### src/logic/pll_synth_consts.vh
// Purpose: Shared constants of the phase-tap clock synthesizer
// Assumes: Included by the synthesizer top and the port monitor by bare name
// Notes: Offsets are byte addresses on the AXI4-Lite slave; the counter base is the upper address nibble
`ifndef PLL_SYNTH_CONSTS_VH
`define PLL_SYNTH_CONSTS_VH

`define ADDR_CTRL 8'h00
`define ADDR_STATUS 8'h04
`define ADDR_CNT_BASE 4'h1

`define CTRL_RESET 32'h0010_0101
`define CTRL_MASK 32'h0117_3f3f
`define CTRL_DIV_LSB 0
`define CTRL_MULT_LSB 8
`define CTRL_FBTAP_LSB 16
`define CTRL_INTFB_BIT 20
`define CTRL_HOLD_BIT 24

`define CNT_RESET 32'h0000_0002
`define CNT_MASK 32'h3f07_ffff
`define CNT_DIV_LSB 0
`define CNT_HIGH_LSB 8
`define CNT_TAP_LSB 16
`define CNT_DLY_LSB 24

`define DIV_MIN 6'd1
`define DIV_MAX 6'd52
`define TAP_HALF 3'd4
`define LOCK_GOOD 3'd4

`define CLOCK_MHZ 10
`define LOSS_TIME_US 100
`define LOSS_CYCLES (`LOSS_TIME_US * `CLOCK_MHZ)

`define RESP_OKAY 2'b00
`define RESP_SLVERR 2'b10

`endif

### src/logic/output_divider.v
// Purpose: One programmable output counter clocked by half-period steps of one phase tap
// Assumes: step pulses once per half oscillator period of the chosen tap
// Notes: Divide 0 acts as 1, high count 0 gives half duty
`timescale 1ns/100ps
module output_divider (
  input wire clock,
  input wire reset_n,
  input wire run,
  input wire step,
  input wire [7:0] divide,
  input wire [7:0] high_halves,
  input wire [5:0] delay,
  output wire clock_out
);

  reg [6:0] elapsed_q;
  reg [8:0] cnt_q;
  reg out_q;
  wire [7:0] div_eff;
  wire [8:0] span;
  wire [8:0] high_eff;
  wire active;

  assign div_eff = (divide == 8'h00) ? 8'h01 : divide;
  // Counting in half periods gives odd ratios a balanced duty
  assign span = {div_eff, 1'b0};
  assign high_eff = (high_halves == 8'h00) ? {1'b0, div_eff} : {1'b0, high_halves};
  // Whole-cycle delay is two half steps per oscillator cycle
  assign active = (elapsed_q >= {delay, 1'b0});
  assign clock_out = out_q;

  always @(posedge clock) begin
    if (!reset_n || !run) begin
      elapsed_q <= 7'h00;
      cnt_q <= 9'h000;
      out_q <= 1'b0;
    end else if (step) begin
      if (!active) begin
        elapsed_q <= elapsed_q + 7'h01;
      end else begin
        out_q <= (cnt_q < high_eff);
        cnt_q <= (cnt_q == span - 9'h001) ? 9'h000 : cnt_q + 9'h001;
      end
    end
  end

endmodule

### src/logic/pll_phase_tap_clock_synth.v
// Purpose: Digital model of a phase-locked clock synthesizer with eight oscillator taps
// Assumes: Oscillator period is eight clock cycles; reference inputs are synchronous samples
// Notes: Registers over AXI4-Lite; one write and one read outstanding
//
// The AXI4-Lite register port and the address map were left to the implementer.
`timescale 1ns/100ps
`include "pll_synth_consts.vh"
module pll_phase_tap_clock_synth (
  input wire clock,
  input wire reset_n,
  input wire ref_clock_primary,
  input wire ref_clock_alternate,
  input wire ref_clock_select,
  input wire feedback_clock_in,
  output wire output_counter_zero,
  output wire output_counter_one,
  output wire output_counter_two,
  output wire output_counter_three,
  output wire feedback_clock_out,
  output wire locked,
  input wire [7:0] s_axi_awaddr,
  input wire s_axi_awvalid,
  output wire s_axi_awready,
  input wire [31:0] s_axi_wdata,
  input wire [3:0] s_axi_wstrb,
  input wire s_axi_wvalid,
  output wire s_axi_wready,
  output wire [1:0] s_axi_bresp,
  output wire s_axi_bvalid,
  input wire s_axi_bready,
  input wire [7:0] s_axi_araddr,
  input wire s_axi_arvalid,
  output wire s_axi_arready,
  output wire [31:0] s_axi_rdata,
  output wire [1:0] s_axi_rresp,
  output wire s_axi_rvalid,
  input wire s_axi_rready
);

  function [5:0] clamp_ratio;
    input [5:0] v;
    clamp_ratio = (v < `DIV_MIN) ? `DIV_MIN : ((v > `DIV_MAX) ? `DIV_MAX : v);
  endfunction
  // Rising and falling edges of a tap, as positions of the oscillator phase
  function half_step;
    input [2:0] pos;
    input [2:0] tap;
    half_step = (pos == tap) || (pos == (tap ^ `TAP_HALF));
  endfunction
  function [31:0] merge_strb;
    input [31:0] old;
    input [31:0] data;
    input [3:0] strb;
    integer b;
    begin
      merge_strb = old;
      for (b = 0; b < 4; b = b + 1) begin
        if (strb[b]) begin
          merge_strb[b*8 +: 8] = data[b*8 +: 8];
        end
      end
    end
  endfunction
  function is_mapped;
    input [7:0] addr;
    begin
      if (addr == `ADDR_CTRL) begin
        is_mapped = 1'b1;
      end else if (addr == `ADDR_STATUS) begin
        is_mapped = 1'b1;
      end else if (addr[7:4] == `ADDR_CNT_BASE && addr[1:0] == 2'b00) begin
        is_mapped = 1'b1;
      end else begin
        is_mapped = 1'b0;
      end
    end
  endfunction
  // Register state
  reg [31:0] ctrl_q;
  reg [31:0] cnt_cfg_q [0:3];
  // AXI4-Lite slave state
  reg aw_held_q;
  reg [7:0] awaddr_q;
  reg w_held_q;
  reg [31:0] wdata_q;
  reg [3:0] wstrb_q;
  reg bvalid_q;
  reg [1:0] bresp_q;
  reg rvalid_q;
  reg [31:0] rdata_q;
  reg [1:0] rresp_q;
  reg [31:0] rdata_d;

  // Synthesizer state
  reg [2:0] pos_q;
  reg [7:0] tap_q;
  reg ref_prev_q;
  reg [5:0] in_cnt_q;
  reg fb_prev_q;
  reg fbin_prev_q;
  reg [1:0] fb_seen_q;
  reg [2:0] good_q;
  reg [9:0] ref_idle_q;
  reg [9:0] fb_idle_q;
  reg ref_lost_q;
  reg fb_lost_q;
  reg [4:0] started_q;
  wire aw_take;
  wire w_take;
  wire aw_have;
  wire w_have;
  wire [7:0] wr_addr;
  wire [31:0] wr_data;
  wire [3:0] wr_strb;
  wire do_write;
  wire ar_take;
  wire run;
  wire [5:0] in_ratio;
  wire [5:0] fb_mult;
  wire [2:0] fb_tap;
  wire internal_fb;
  wire ref_mux;
  wire ref_edge;
  wire pfd_ref;
  wire fb_int;
  wire fb_edge;
  wire [3:0] outs;
  wire [4:0] start_now;
  integer i;
  assign s_axi_awready = ~aw_held_q & ~bvalid_q;
  assign s_axi_wready = ~w_held_q & ~bvalid_q;
  assign aw_take = s_axi_awvalid & s_axi_awready;
  assign w_take = s_axi_wvalid & s_axi_wready;
  assign aw_have = aw_held_q | aw_take;
  assign w_have = w_held_q | w_take;
  assign wr_addr = aw_held_q ? awaddr_q : s_axi_awaddr;
  assign wr_data = w_held_q ? wdata_q : s_axi_wdata;
  assign wr_strb = w_held_q ? wstrb_q : s_axi_wstrb;
  assign do_write = aw_have & w_have & ~bvalid_q;
  assign s_axi_bvalid = bvalid_q;
  assign s_axi_bresp = bresp_q;
  assign s_axi_arready = ~rvalid_q;
  assign ar_take = s_axi_arvalid & s_axi_arready;
  assign s_axi_rvalid = rvalid_q;
  assign s_axi_rdata = rdata_q;
  assign s_axi_rresp = rresp_q;

  always @(posedge clock) begin
    if (!reset_n) begin
      aw_held_q <= 1'b0;
      awaddr_q <= 8'h00;
      w_held_q <= 1'b0;
      wdata_q <= 32'h0000_0000;
      wstrb_q <= 4'h0;
      bvalid_q <= 1'b0;
      bresp_q <= `RESP_OKAY;
      ctrl_q <= `CTRL_RESET;
      for (i = 0; i < 4; i = i + 1) begin
        cnt_cfg_q[i] <= `CNT_RESET;
      end
    end else begin
      if (do_write) begin
        aw_held_q <= 1'b0;
        w_held_q <= 1'b0;
        bvalid_q <= 1'b1;
        bresp_q <= is_mapped(wr_addr) ? `RESP_OKAY : `RESP_SLVERR;
        if (wr_addr == `ADDR_CTRL) begin
          ctrl_q <= merge_strb(ctrl_q, wr_data, wr_strb) & `CTRL_MASK;
        end else if (wr_addr[7:4] == `ADDR_CNT_BASE && wr_addr[1:0] == 2'b00) begin
          cnt_cfg_q[wr_addr[3:2]] <= merge_strb(cnt_cfg_q[wr_addr[3:2]], wr_data, wr_strb) & `CNT_MASK;
        end
      end else begin
        if (aw_take) begin
          aw_held_q <= 1'b1;
          awaddr_q <= s_axi_awaddr;
        end
        if (w_take) begin
          w_held_q <= 1'b1;
          wdata_q <= s_axi_wdata;
          wstrb_q <= s_axi_wstrb;
        end
        if (bvalid_q && s_axi_bready) begin
          bvalid_q <= 1'b0;
        end
      end
    end
  end

  always @* begin
    rdata_d = 32'h0000_0000;
    if (s_axi_araddr == `ADDR_CTRL) begin
      rdata_d = ctrl_q;
    end else if (s_axi_araddr == `ADDR_STATUS) begin
      rdata_d = {11'h000, tap_q, feedback_clock_out, outs, 4'h0, ref_clock_select, fb_lost_q, ref_lost_q, locked};
    end else if (s_axi_araddr[7:4] == `ADDR_CNT_BASE && s_axi_araddr[1:0] == 2'b00) begin
      rdata_d = cnt_cfg_q[s_axi_araddr[3:2]];
    end
  end

  always @(posedge clock) begin
    if (!reset_n) begin
      rvalid_q <= 1'b0;
      rdata_q <= 32'h0000_0000;
      rresp_q <= `RESP_OKAY;
    end else if (ar_take) begin
      rvalid_q <= 1'b1;
      rdata_q <= rdata_d;
      rresp_q <= is_mapped(s_axi_araddr) ? `RESP_OKAY : `RESP_SLVERR;
    end else if (rvalid_q && s_axi_rready) begin
      rvalid_q <= 1'b0;
    end
  end

  // Software hold acts like reset on the synthesizer only
  assign run = ~ctrl_q[`CTRL_HOLD_BIT];
  assign in_ratio = clamp_ratio(ctrl_q[`CTRL_DIV_LSB +: 6]);
  assign fb_mult = ctrl_q[`CTRL_MULT_LSB +: 6];
  assign fb_tap = ctrl_q[`CTRL_FBTAP_LSB +: 3];
  assign internal_fb = ctrl_q[`CTRL_INTFB_BIT];

  // Oscillator: one phase position drives all taps, so their order is fixed
  always @(posedge clock) begin
    if (!reset_n || !run) begin
      pos_q <= 3'd0;
      tap_q <= 8'h00;
      started_q <= 5'h00;
    end else begin
      pos_q <= pos_q + 3'd1;
      started_q <= started_q | start_now;
      for (i = 0; i < 8; i = i + 1) begin
        tap_q[i] <= ((pos_q - i[2:0]) < `TAP_HALF);
      end
    end
  end

  // Select reaches the mux with no synchronizer; glitches pass through
  assign ref_mux = ref_clock_select ? ref_clock_alternate : ref_clock_primary;
  // The controller keeps the block in reset across a select change
  assign ref_edge = ref_mux & ~ref_prev_q;
  assign pfd_ref = ref_edge && (in_cnt_q == in_ratio - 6'd1);
  assign fb_edge = internal_fb ? (fb_int & ~fb_prev_q) : (feedback_clock_in & ~fbin_prev_q);

  always @(posedge clock) begin
    if (!reset_n || !run) begin
      ref_prev_q <= 1'b0;
      in_cnt_q <= 6'd0;
      fb_prev_q <= 1'b0;
      fbin_prev_q <= 1'b0;
    end else begin
      ref_prev_q <= ref_mux;
      fb_prev_q <= fb_int;
      fbin_prev_q <= feedback_clock_in;
      if (ref_edge) begin
        in_cnt_q <= (in_cnt_q >= in_ratio - 6'd1) ? 6'd0 : in_cnt_q + 6'd1;
      end
    end
  end

  // Lock: exactly one feedback edge per divided reference edge, several in a row
  always @(posedge clock) begin
    if (!reset_n || !run) begin
      fb_seen_q <= 2'd0;
      good_q <= 3'd0;
    end else begin
      if (pfd_ref) begin
        fb_seen_q <= fb_edge ? 2'd1 : 2'd0;
        if ((fb_seen_q == 2'd1) && !ref_lost_q && !fb_lost_q) begin
          good_q <= (good_q == `LOCK_GOOD) ? good_q : good_q + 3'd1;
        end else begin
          good_q <= 3'd0;
        end
      end else if (fb_edge && fb_seen_q != 2'd2) begin
        fb_seen_q <= fb_seen_q + 2'd1;
      end
      if (ref_lost_q || fb_lost_q) begin
        good_q <= 3'd0;
      end
    end
  end

  // Missing input or feedback drops lock; outputs then cannot be trusted
  always @(posedge clock) begin
    if (!reset_n || !run) begin
      ref_idle_q <= 10'd0;
      fb_idle_q <= 10'd0;
      ref_lost_q <= 1'b0;
      fb_lost_q <= 1'b0;
    end else begin
      if (ref_edge) begin
        ref_idle_q <= 10'd0;
        ref_lost_q <= 1'b0;
      end else if (ref_idle_q == `LOSS_CYCLES - 1) begin
        ref_lost_q <= 1'b1;
      end else begin
        ref_idle_q <= ref_idle_q + 10'd1;
      end
      if (fb_edge) begin
        fb_idle_q <= 10'd0;
        fb_lost_q <= 1'b0;
      end else if (fb_idle_q == `LOSS_CYCLES - 1) begin
        fb_lost_q <= 1'b1;
      end else begin
        fb_idle_q <= fb_idle_q + 10'd1;
      end
    end
  end
  assign locked = (good_q == `LOCK_GOOD) && !ref_lost_q && !fb_lost_q;
  // A counter starts on its own tap's rise, never its fall, so a half-period tap really lags
  assign start_now[4] = (pos_q == fb_tap);
  // Feedback counter divides the oscillator by the multiplier on its own tap
  output_divider fb_counter (
    .clock(clock),
    .reset_n(reset_n),
    .run(run & (started_q[4] | start_now[4])),
    .step(half_step(pos_q, fb_tap)),
    .divide({2'b00, fb_mult}),
    .high_halves(8'h00),
    .delay(6'd0),
    .clock_out(fb_int)
  );

  assign feedback_clock_out = fb_int;

  // Output taps are referred to the feedback tap, so a feedback offset moves them earlier
  genvar g;
  generate
    for (g = 0; g < 4; g = g + 1) begin : out_ctr
      wire [2:0] eff_tap;
      assign eff_tap = cnt_cfg_q[g][`CNT_TAP_LSB +: 3] - fb_tap;
      assign start_now[g] = (pos_q == eff_tap);
      output_divider counter (
        .clock(clock),
        .reset_n(reset_n),
        .run(run & (started_q[g] | start_now[g])),
        .step(half_step(pos_q, eff_tap)),
        .divide(cnt_cfg_q[g][`CNT_DIV_LSB +: 8]),
        .high_halves(cnt_cfg_q[g][`CNT_HIGH_LSB +: 8]),
        .delay(cnt_cfg_q[g][`CNT_DLY_LSB +: 6]),
        .clock_out(outs[g])
      );
    end
  endgenerate

  // Ratios count oscillator edges only, so phases stay relative to its period
  assign output_counter_zero = outs[0];
  assign output_counter_one = outs[1];
  assign output_counter_two = outs[2];
  // Cascading feeds one output into another block's reference input
  assign output_counter_three = outs[3];

endmodule

### config.mk
export PLATFORM = sky130hd
export DESIGN_NAME = pll_phase_tap_clock_synth
export DESIGN_NICKNAME = d
export VERILOG_FILES = /design/src/logic/output_divider.v /design/src/logic/pll_phase_tap_clock_synth.v
export VERILOG_INCLUDE_DIRS = /design/src /design/src/logic
export SDC_FILE = /design/constraint.sdc
export NUM_CORES = 1
export LEC_CHECK = 0
export ABC_AREA = 1
export ABC_CLOCK_PERIOD_IN_PS = 2400
export BUFFER_PORTS_ARGS = -buffer_cell sky130_fd_sc_hd__buf_2
export CAP_MARGIN = 5
export CORE_UTILIZATION = 35
export CTS_BUF_LIST = sky130_fd_sc_hd__clkbuf_16
export DETAILED_ROUTE_END_ITERATION = 10
export HOLD_SLACK_MARGIN = 0.1
export PLACE_DENSITY = 0.51
export SYNTH_ARGS = -nofsm -noshare
export SYNTH_HDL_FRONTEND = slang
export SYNTH_SLANG_ARGS = --single-unit
### constraint.sdc
create_clock -name clock -period 2.4 [get_ports clock]
set_input_delay 0.24 -clock clock [delete_from_list [all_inputs] [get_ports clock]]
set_output_delay 0.24 -clock clock [all_outputs]
set_load 0.005 [all_outputs]
==> metrics, run 1 <==
status finished with violations; failing checks negative setup slack; crit path max fanout 4; Syn-to-layout area delta 27.6%; most frequent cell after synthesis nand2_1; NumNets Final ~2,900; FF+latch count, synth about 320; drt total wl 57,500 um; # clock sinks roughly 320; layout cell share with drive strength beyond 1 0.198; vias per inst just under 5; RSZ-0062 raised after global routing yes; global-route wire length before repair a little under 90,000 um; final setup vio count 15; starting density of the core 0.355; Worst path max stage delay 0.46 ns; GR Util met2 0.351; Final Non-Filler Cells between 3,000 and 4,000; cts bufs inserted 40; pin count of the biggest net entering global routing between 40 and 50; Post-synth EDFFs 100; worst hold slack 0.170 ns; instance count on the critical path 12; Die Width approximately 230 um; Post-synth top flop dfxtp_1; Sequential Area 0.00738 mm^2; post-synthesis compound-gate area fraction 0.139; Synth async-reset ratio 0; final worst slack -0.0485 ns; multiplexer share of the synthesized area 0.00281; gr busiest metal met2; Placed Cells incl. Taps between 3,000 and 4,000; Arr. time, crit path approximately 2.9 ns; crit share post-route 1.02; Max IR drop VDD between 0.5 and 0.6 mV; DRC viols 0; worst reg2reg path depth 12; Slew HR 0.432; Hold Fails Final Rpt 0; die area about 0.052 mm^2; Clock Latency Late Sink ~0.58 ns; antenna violations before repair 1; routed vias 16,800; post-synth top area cell dfxtp_1; crit path time final between 2 and 2.5 ns; Cell Chain, Critical Path inv_1 > ha_2 > inv_2 > fa_1 > xor2_1 > nor2_1 > buf_4 > buf_6 > nand4_1 > or2_4 > o21ai_1 > a21oi_1; grt ovf 0; Final Power around 14 mW; Core Area roughly 0.050 mm^2; average cell area after synthesis between 7 and 8 um^2; wire per inst between 15 and 20 um; mapped cell area 0.0178 mm^2; Post-Synthesis Cells 2,413; LEAKAGE just under 10 nW; number of global-route vias before repair 15,900; Post-DP HPWL between 40,000 and 50,000 um; # fillers about 5,000; multi-input logic area 0.00932 mm^2; startpoint types flip-flop; Worst path top cell family by delay adder cells; worst slew pin tran roughly 0.84 ns; Max Slew Vio Count 0; Ports 110; Worst Path Required ~2.9 ns; Clock Path Buffers 3; simple-gate share of the synthesized area 0.244; CP endpoint kind flip-flop; Setup Skew between 0.02 and 0.025 ns; hold depth 3; Global Route Usage Sum 0.222; met3 Usage GRT 0.0316; CTS tree built; xor/xnor cell area share of the yosys netlist 0.0359; routability cong. about 0.94; Fmax just over 400 MHz; register area share after synthesis 0.414; met1 GRT Util 0.309; Critical Path Slowest Stage Cell fa_1; First-pass DRT Iterations 5; Synth Warn # 0; H-tree depth 2; area fraction of the dominant cell type after synthesis 0.245; min-delay worst type in -> reg; Die H approximately 230 um; CP bufs+invs 4; First DRT Iteration DRCs 1,083; dominant cells by area after synthesis dfxtp_1 25%, edfxtp_1 17%, nand2_1 9.1%; ANT nets after route 0; CTS root buffer clkbuf_16; Post-Synth Adder-Cell Area 0.0685; power per cell area 603 mW/mm^2; clock slew at reported path FFs around 0.050 ns; Distinct cells, synth between 50 and 60; port bufs 96; Synth top cells by count 432 x nand2_1, 372 x inv_1, 338 x nor2_1; Cell Rows 82; Worst Setup Path Type reg -> reg; antenna cell count 0; largest family of logic cells by synthesized area simple AND/OR/NAND/NOR gates; total of max-cap violations 0
registers in the layout, indices dropped and copies added, names as in the netlist, 9 cells and up:
register	cells
cnt_cfg_q	100
ctrl_q	17
fb_counter.cnt_q	9
fb_idle_q	10
out_ctr.counter.cnt_q	36
out_ctr.counter.elapsed_q	28
ref_idle_q	10
s_axi_rdata	27
wdata_q	26
through the flow:
step / instance area [um^2] / util / worst slack [ns] / setup TNS [ns]
floorplan: 17800 / - / 0.0307 / 0
global placement: 20100 / 0.401 / -0.0950 / -0.0975
detailed placement: 20100 / 0.401 / -0.176 / -1.21
CTS: 21900 / 0.436 / -0.00843 / -0.0235
global route: 22700 / 0.453 / -0.225 / -7.05
finish: 22700 / 0.453 / -0.0485 / -0.240
metal layers:
layer,part of all wire,vias up,routed length [um]
met2,0.44,434,25600
li1,-,8512,-
met5,0,-,0
met4,0.027,0,1530
met1,0.47,7801,27300
met3,0.054,87,3100
placed cells by master (no fill, tap or decap), drive strengths merged, types with 11 or more instances in the layout:
cell type	instances
a21oi	189
buf	296
clkbuf	41
clkinv	19
dfxtp	218
dlygate4sd3	44
edfxtp	100
ha	91
inv	384
nand2	441
nand3	104
nand4	38
nor2	345
nor3	54
o211ai	14
o21ai	201
o221ai	11
or2	26
xnor2	29
xor2	44
path summary, 6_finish.rpt:
check | start | slack (ns) | end
hold reg to reg | s_axi_rdata[13] | 0.46 | s_axi_rdata[13]
hold / removal | reset_n | 0.17 | ctrl_q[0]
setup / recovery | cnt_cfg_q[2][16] | -0.05 | out_ctr[2].counter.elapsed_q[4]
setup reg to reg | cnt_cfg_q[2][16] | -0.05 | out_ctr[2].counter.elapsed_q[4]
report_power, final:
part           leakage [nW]  internal [mW]  switching, mW
registers              2.79           5.78          0.155
clock network         0.653           3.35           2.44
logic                  6.47          0.758           1.22
total                  9.92           9.89           3.81
area by class of cell:
| cell class | count | share of cell area |
|---|---|---|
| multi-input cells | 1661 | 0.410 |
| flip-flops and latches | 318 | 0.325 |
| repair buffers | 341 | 0.111 |
| inverters | 376 | 0.0626 |
| clock buffers | 40 | 0.0441 |
| well taps | 672 | 0.0370 |
| clock inverters | 32 | 0.0101 |
logic make-up after synthesis:
group	count (synthesis)
fa+ha+maj	95
simple gates	1025
other cells	1
buf+inv	440
mux	5
compound gates	456
xor+xnor	73
flops	318
worst reg2reg max path: stages (launching register included):
cell      delay, ns
edfxtp_1       0.40
inv_1          0.08
ha_2           0.17
inv_2          0.04
fa_1           0.46
xor2_1         0.16
nor2_1         0.14
buf_4          0.14
buf_6          0.10
nand4_1        0.19
or2_4          0.29
o21ai_1        0.12
a21oi_1        0.05
repair_timing:
action	in CTS	in global routing
pin swaps	10	58
gates resized for setup	24	191
setup buffers	3	33
gates cloned	0	4
setup endpoints to repair	34	127
endpoints found under the hold margin	46	0
hold buffers	44	0
(Power assumes the default switching activity.)
==> run 2: changes to the inputs <==
--- a/config.mk
+++ b/config.mk
@@ -13,6 +13,7 @@
 export CORE_UTILIZATION = 35
 export CTS_BUF_LIST = sky130_fd_sc_hd__clkbuf_16
 export DETAILED_ROUTE_END_ITERATION = 10
+export GPL_TIMING_DRIVEN = 0
 export HOLD_SLACK_MARGIN = 0.1
 export PLACE_DENSITY = 0.51
 export SYNTH_ARGS = -nofsm -noshare
==> run 2 against run 1 <==
Effect of this change:
- count of clock-buffer cells in the layout rose by 5
- first-iteration DRC count up 1.8%
- the flow still finishes with violations (negative setup slack)
- critical endpoint is now fb_seen_q[0]
- sequential share of layout area up 0.13 points
- critical path type unchanged
- maximum frequency is 4.3% lower
- total power up 2.2%
- cell area fell by 0.25%
==> metrics, run 2 (synthesis gave the netlist of run 1 again) <==
status finished with violations (unchanged); failing checks negative setup slack (unchanged); startpoint types flip-flop (unchanged); Layout Utilization 0.452 (was 0.453); Worst R2R Setup Slack -0.16 ns (was -0.05 ns); worst setup path endpoint fb_seen_q[0] (was out_ctr[2].counter.elapsed_q[4]); commonest non-fill, non-tap cell in the layout nand2_1 (unchanged); Biggest register cnt_cfg_q (unchanged); Post-DP HPWL 45,800 um (was 44,400 um); min-delay worst type in -> reg (unchanged); Die Width 228 um (unchanged); Max Slew Vio Count 0 (unchanged); biggest regs cnt_cfg_q: 100 flops, out_ctr.counter.cnt_q: 36 flops, out_ctr.counter.elapsed_q: 28 flops (unchanged); hold depth 3 (unchanged); wire per inst 17.8 um (was 16.7 um); Arr. time, crit path 3.04 ns (was 2.90 ns); Max IR drop VDD 0.388 mV (was 0.572 mV); vias per inst 5.00 (was 4.89); routed vias 17,000 (was 16,800); crit path time final 2.56 ns (was 2.45 ns); total of max-cap violations 0 (unchanged); number of global-route vias before repair 15,900 (about the same); Worst Path Required 2.88 ns (was 2.85 ns); global-route wire length before repair 91,200 um (was 87,700 um); Setup Skew 0.0242 ns (was 0.0216 ns); clock slew at reported path FFs 0.06 ns (was 0.05 ns); NumNets Final 2,849 (was 2,896); First-pass DRT Iterations 5 (unchanged); RSZ-0062 raised after global routing yes (unchanged); Worst R2R Start ctrl_q[3] (was cnt_cfg_q[2][16]); H-tree depth 2 (unchanged); Global Route Usage Sum 0.233 (was 0.222); # clock sinks 318 (unchanged); DRC viols 0 (unchanged); Worst Setup Path Type reg -> reg (unchanged); starting density of the core 0.355 (unchanged); pin count of the biggest net entering global routing 14 (was 45); worst slew pin tran 1.28 ns (was 0.843 ns); CP endpoint kind flip-flop (unchanged); LEAKAGE 9.74 nW (was 9.92 nW); final worst slack -0.157 ns (was -0.0485 ns); Core Area 0.0502 mm^2 (unchanged); power per cell area 618 mW/mm^2 (was 603 mW/mm^2); Die H 228 um (unchanged); routability cong. 0.910 (was 0.941); Ports 110 (unchanged); # fillers 5,090 (was 5,080); Cell Rows 82 (unchanged); R2R Path End fb_seen_q[0] (was out_ctr[2].counter.elapsed_q[4]); worst reg2reg path depth 14 (was 12); Largest register FFs 100 (unchanged); CTS root buffer clkbuf_16 (unchanged); Sequential Area 0.00739 mm^2 (was 0.00738 mm^2); antenna violations before repair 0 (was 1); Clock Path Buffers 3 (unchanged); setup TNS -1.79 ns (was -0.240 ns); Fmax 391 MHz (was 408 MHz); ANT nets after route 0 (unchanged); CP startpoint ctrl_q[3] (was cnt_cfg_q[2][16]); crit share post-route 1.07 (was 1.02); Syn-to-layout area delta 27.3% (was 27.6%); Final Power 14.0 mW (was 13.7 mW); antenna cell count 0 (unchanged); layout cell share with drive strength beyond 1 0.190 (was 0.198); Slew HR 0.146 (was 0.432); multi-input logic area 0.00961 mm^2 (was 0.00932 mm^2); CTS tree built (unchanged); most frequent cells in the layout 397 x nand2_1, 362 x inv_1, 302 x nor2_1 (was 412 x nand2_1, 364 x inv_1, 308 x nor2_1); die area 0.0518 mm^2 (unchanged); Hold Fails Final Rpt 0 (unchanged); final setup vio count 34 (was 15); worst hold slack 0.160 ns (was 0.170 ns); First DRT Iteration DRCs 1,102 (was 1,083); port bufs 95 (was 96); grt ovf 0 (unchanged); drt total wl 60,500 um (was 57,500 um); crit path max fanout 4 (unchanged); Clock Latency Late Sink 0.57 ns (was 0.58 ns); cts bufs inserted 40 (unchanged)
## run 2: cell count changes in the layout (fill, tap and decap cells not counted), sizes merged
cell / change
bufinv: -1
clkinv: -6
clkbuf: +43
clkinvlp: +4
dlygate4sd3: -1
buf: -84
## run 2: worst max-delay path: stages, from the launching register on
cell     delay, ns
dfxtp_4       0.39
nor2_4        0.04
nor2_2        0.09
nand2_2       0.08
a32oi_2       0.22
ha_2          0.23
nand2_2       0.07
xor2_2        0.16
ha_1          0.29
nand2_2       0.09
nor3_4        0.29
nand2_2       0.16
o21ai_2       0.12
nand2_1       0.08
a21oi_2       0.16
## run 2: repair_timing
action | CTS | global route
hold buffers | 43 | 0
setup endpoints to repair | 175 | 195
pin swaps | 34 | 60
endpoints found under the hold margin | 43 | 0
gates cloned | 1 | 3
setup buffers | 39 | 49
resized for setup | 132 | 211
## run 2: metal layers
layer  vias to the layer above  share of wire  track usage
met4                         0          0.040        0.101
met5                         -              0            0
met2                       455           0.44        0.361
met3                       114          0.056       0.0381
li1                       8427              -            -
met1                      7982           0.47        0.318
## run 2: area by class of cell
type	instances	share of cell area
buffer	64	0.0151
clock buffer	45	0.0497
clock inverter	29	0.00828
inverter	376	0.0636
multi-input combinational	1661	0.424
sequential	318	0.326
tap	672	0.0371
timing repair buffer	230	0.0762
## run 2: power breakdown
group          leakage (nW)  switching, mW  internal, mW  total (mW)
Sequential             2.80          0.158          5.78        5.94
Combinational          6.26           1.30         0.739        2.04
Clock                 0.690           2.45          3.57        6.02
Total                  9.74           3.91          10.1        14.0
## run 2: worst min-delay path by stage
stage,from,endpoint
3_3_place_gp,ref_idle_q[7],ref_idle_q[7]
6_report,s_axi_rready,s_axi_rvalid
4_1_cts,s_axi_rready,s_axi_rvalid
5_1_grt,s_axi_rready,s_axi_rvalid
3_5_place_dp,ref_idle_q[7],ref_idle_q[7]
2_1_floorplan,feedback_clock_in,fbin_prev_q
## run 2: metrics by stage
stage / setup slack (ns) / area, um^2 / instances
after floorplan: 0.0307 / 17800 / 2419
after global placement: -0.765 / 19200 / 3186
after detailed placement: -0.809 / 19200 / 3186
after CTS: -0.0977 / 21600 / 3343
after global routing: -0.283 / 22700 / 3395
final: -0.157 / 22700 / 3395
==> run 3: changes to the inputs <==
--- a/config.mk
+++ b/config.mk
@@ -16,6 +16,8 @@
 export GPL_TIMING_DRIVEN = 0
 export HOLD_SLACK_MARGIN = 0.1
 export PLACE_DENSITY = 0.51
+export RECOVER_POWER = 100
+export REMOVE_ABC_BUFFERS = 1
 export SYNTH_ARGS = -nofsm -noshare
 export SYNTH_HDL_FRONTEND = slang
 export SYNTH_SLANG_ARGS = --single-unit
==> run 3 against run 2 <==
Effect of this change:
- the flow still finishes with violations (negative setup slack)
- die area did not move
- combinational power about the same
- wire length shrank 3.7%
- global-route usage shrank 0.88 points
- sequential share of layout area grew 0.14 points
- core utilization is 0.18 points lower
- cell area is 0.40% lower
- sequential cell count unchanged
- largest cell class unchanged
==> metrics, run 3 (synthesis gave the netlist of run 1 again) <==
status finished with violations (unchanged); failing checks negative setup slack (unchanged); antenna violations before repair 2 (was 0); Setup Skew 0.0163 ns (was 0.0242 ns); clock slew at reported path FFs 0.06 ns (about the same); total of max-cap violations 0 (unchanged); CP endpoint kind flip-flop (unchanged); Post-DP HPWL 40,600 um (was 45,800 um); final worst slack -0.147 ns (was -0.157 ns); startpoint types flip-flop (unchanged); final setup vio count 90 (was 34); crit share post-route 1.06 (was 1.07); die area 0.0518 mm^2 (unchanged); Clock Latency Late Sink 0.57 ns (about the same); Worst Setup Path Type reg -> reg (unchanged); RSZ-0062 raised after global routing yes (unchanged); number of global-route vias before repair 15,900 (about the same); First DRT Iteration DRCs 1,232 (was 1,102); setup TNS -4.09 ns (was -1.79 ns); cts bufs inserted 39 (was 40); Max IR drop VDD 0.510 mV (was 0.388 mV); Clock Path Buffers 3 (unchanged); Cell Chain, Critical Path nor2_4 > nor2_1 > nand2_1 > a32oi_2 > ha_2 > nand2_2 > xor2_1 > ha_1 > nand2_2 > nor3_4 > nand3_2 > o21ai_1 > nor3b_2 (was nor2_4 > nor2_2 > nand2_2 > a32oi_2 > ha_2 > nand2_2 > xor2_2 > ha_1 > nand2_2 > nor3_4 > nand2_2 > o21ai_2 > nand2_1 > a21oi_2); CTS tree built (unchanged); Ports 110 (unchanged); Worst path max stage delay 0.36 ns (was 0.39 ns); starting density of the core 0.355 (unchanged); wire per inst 17.3 um (was 17.8 um); global-route wire length before repair 88,500 um (was 91,200 um); worst slew pin tran 1.05 ns (was 1.28 ns); Crit path top cell by count nand2_2 (unchanged); Arr. time, crit path 3.05 ns (was 3.04 ns); H-tree depth 2 (unchanged); # clock sinks 318 (unchanged); Final Power 13.7 mW (was 14.0 mW); Die Width 228 um (unchanged); routability cong. 0.883 (was 0.910); Worst Path Required 2.91 ns (was 2.88 ns); most frequent cells in the layout 402 x nand2_1, 344 x inv_1, 302 x nor2_1 (was 397 x nand2_1, 362 x inv_1, 302 x nor2_1); min-delay worst type in -> reg (unchanged); crit path time final 2.55 ns (was 2.56 ns); Critical Path Slowest Stage Cell dfxtp_4 (unchanged); Slew HR 0.294 (was 0.146); First-pass DRT Iterations 5 (unchanged); Max Slew Vio Count 0 (unchanged); drt total wl 58,300 um (was 60,500 um); Core Area 0.0502 mm^2 (unchanged); Cell Rows 82 (unchanged); Biggest register cnt_cfg_q (unchanged); Global Route Usage Sum 0.224 (was 0.233); worst reg2reg path depth 13 (was 14); port bufs 96 (was 95); NumNets Final 2,820 (was 2,849); Die H 228 um (unchanged); commonest non-fill, non-tap cell in the layout nand2_1 (unchanged); power per cell area 608 mW/mm^2 (was 618 mW/mm^2); grt ovf 0 (unchanged); hold depth 2 (was 3); ANT nets after route 0 (unchanged); CTS root buffer clkbuf_16 (unchanged); Fmax 393 MHz (was 391 MHz); layout cell share with drive strength beyond 1 0.187 (was 0.190); Largest register FFs 100 (unchanged); # fillers 4,980 (was 5,090); crit path max fanout 5 (was 4); biggest regs cnt_cfg_q: 100 flops, out_ctr.counter.cnt_q: 36 flops, out_ctr.counter.elapsed_q: 28 flops (unchanged); antenna cell count 0 (unchanged); vias per inst 5.00 (about the same); routed vias 16,800 (was 17,000); DRC viols 0 (unchanged); pin count of the biggest net entering global routing 79 (was 14); Hold Fails Final Rpt 0 (unchanged); Syn-to-layout area delta 26.8% (was 27.3%); LEAKAGE 9.54 nW (was 9.74 nW)
-- run 3: changes by cell type in the layout (fill, tap and decap cells not counted), sizes merged, moves of 3 or more --
cell	delta
buf	-31
inv	-7
clkbuf	-11
clkinvlp	+6
clkinv	+4
dlygate4sd3	+3
-- run 3: final timing paths --
path,startpoint,endpoint,slack [ns]
max,ctrl_q[3],good_q[2],-0.15
min reg2reg,s_axi_rdata[7],s_axi_rdata[7],0.46
min,reset_n,ctrl_q[20],0.05
max reg2reg,ctrl_q[3],good_q[2],-0.15
-- run 3: stage by stage --
stage               worst slack (ns)  cell area [um^2]   util  hold slack, ns  std cells
floorplan                     -0.862             17500      -           0.339       2355
global placement               -3.69             18800  0.376           0.452       3123
detailed placement             -2.76             18900  0.378           0.454       3127
CTS                           -0.113             21800  0.435           0.124       3312
global route                  -0.251             22600  0.450           0.101       3363
finish                        -0.147             22600  0.450          0.0532       3363
-- run 3: timing repair --
| action | CTS | global route |
|---|---|---|
| setup endpoints to repair | 345 | 188 |
| hold buffers | 45 | 1 |
| setup buffers | 62 | 52 |
| pin swaps | 29 | 77 |
| gates resized for setup | 170 | 170 |
| hold endpoints to repair | 45 | 2 |
| gates cloned | 8 | 2 |
-- run 3: power by group --
group          switching (mW)  internal, mW
clock network            2.47          3.27
logic                    1.29         0.742
registers               0.175          5.78
total                    3.94          9.79
-- run 3: layout make-up --
type,instances,area [um^2],area share
sequential,318,7390,0.327
timing repair buffer,262,2010,0.0893
timing repair inverter,2,10.0,0.000444
clock buffer,40,1000,0.0444
tap,672,841,0.0373
multi-input combinational,1663,9630,0.427
clock inverter,30,229,0.0101
inverter,376,1450,0.0644
-- run 3: routing by layer --
layer,routed length (um),GRT usage,up-vias
met5,34,0,-
met4,2050,0.0872,4
met3,3300,0.0359,108
met2,27100,0.371,478
met1,25900,0.291,7857
li1,-,-,8379
-- run 3: worst max-delay path: cells and delay by family (launching register included) --
family	cells	cell delay [ns]
xor gates and xnor gates	1	0.15
AOI/OAI and AO/OA	2	0.41
adders and majority gates	2	0.52
DFF	1	0.36
and+or+nand+nor	8	1.02
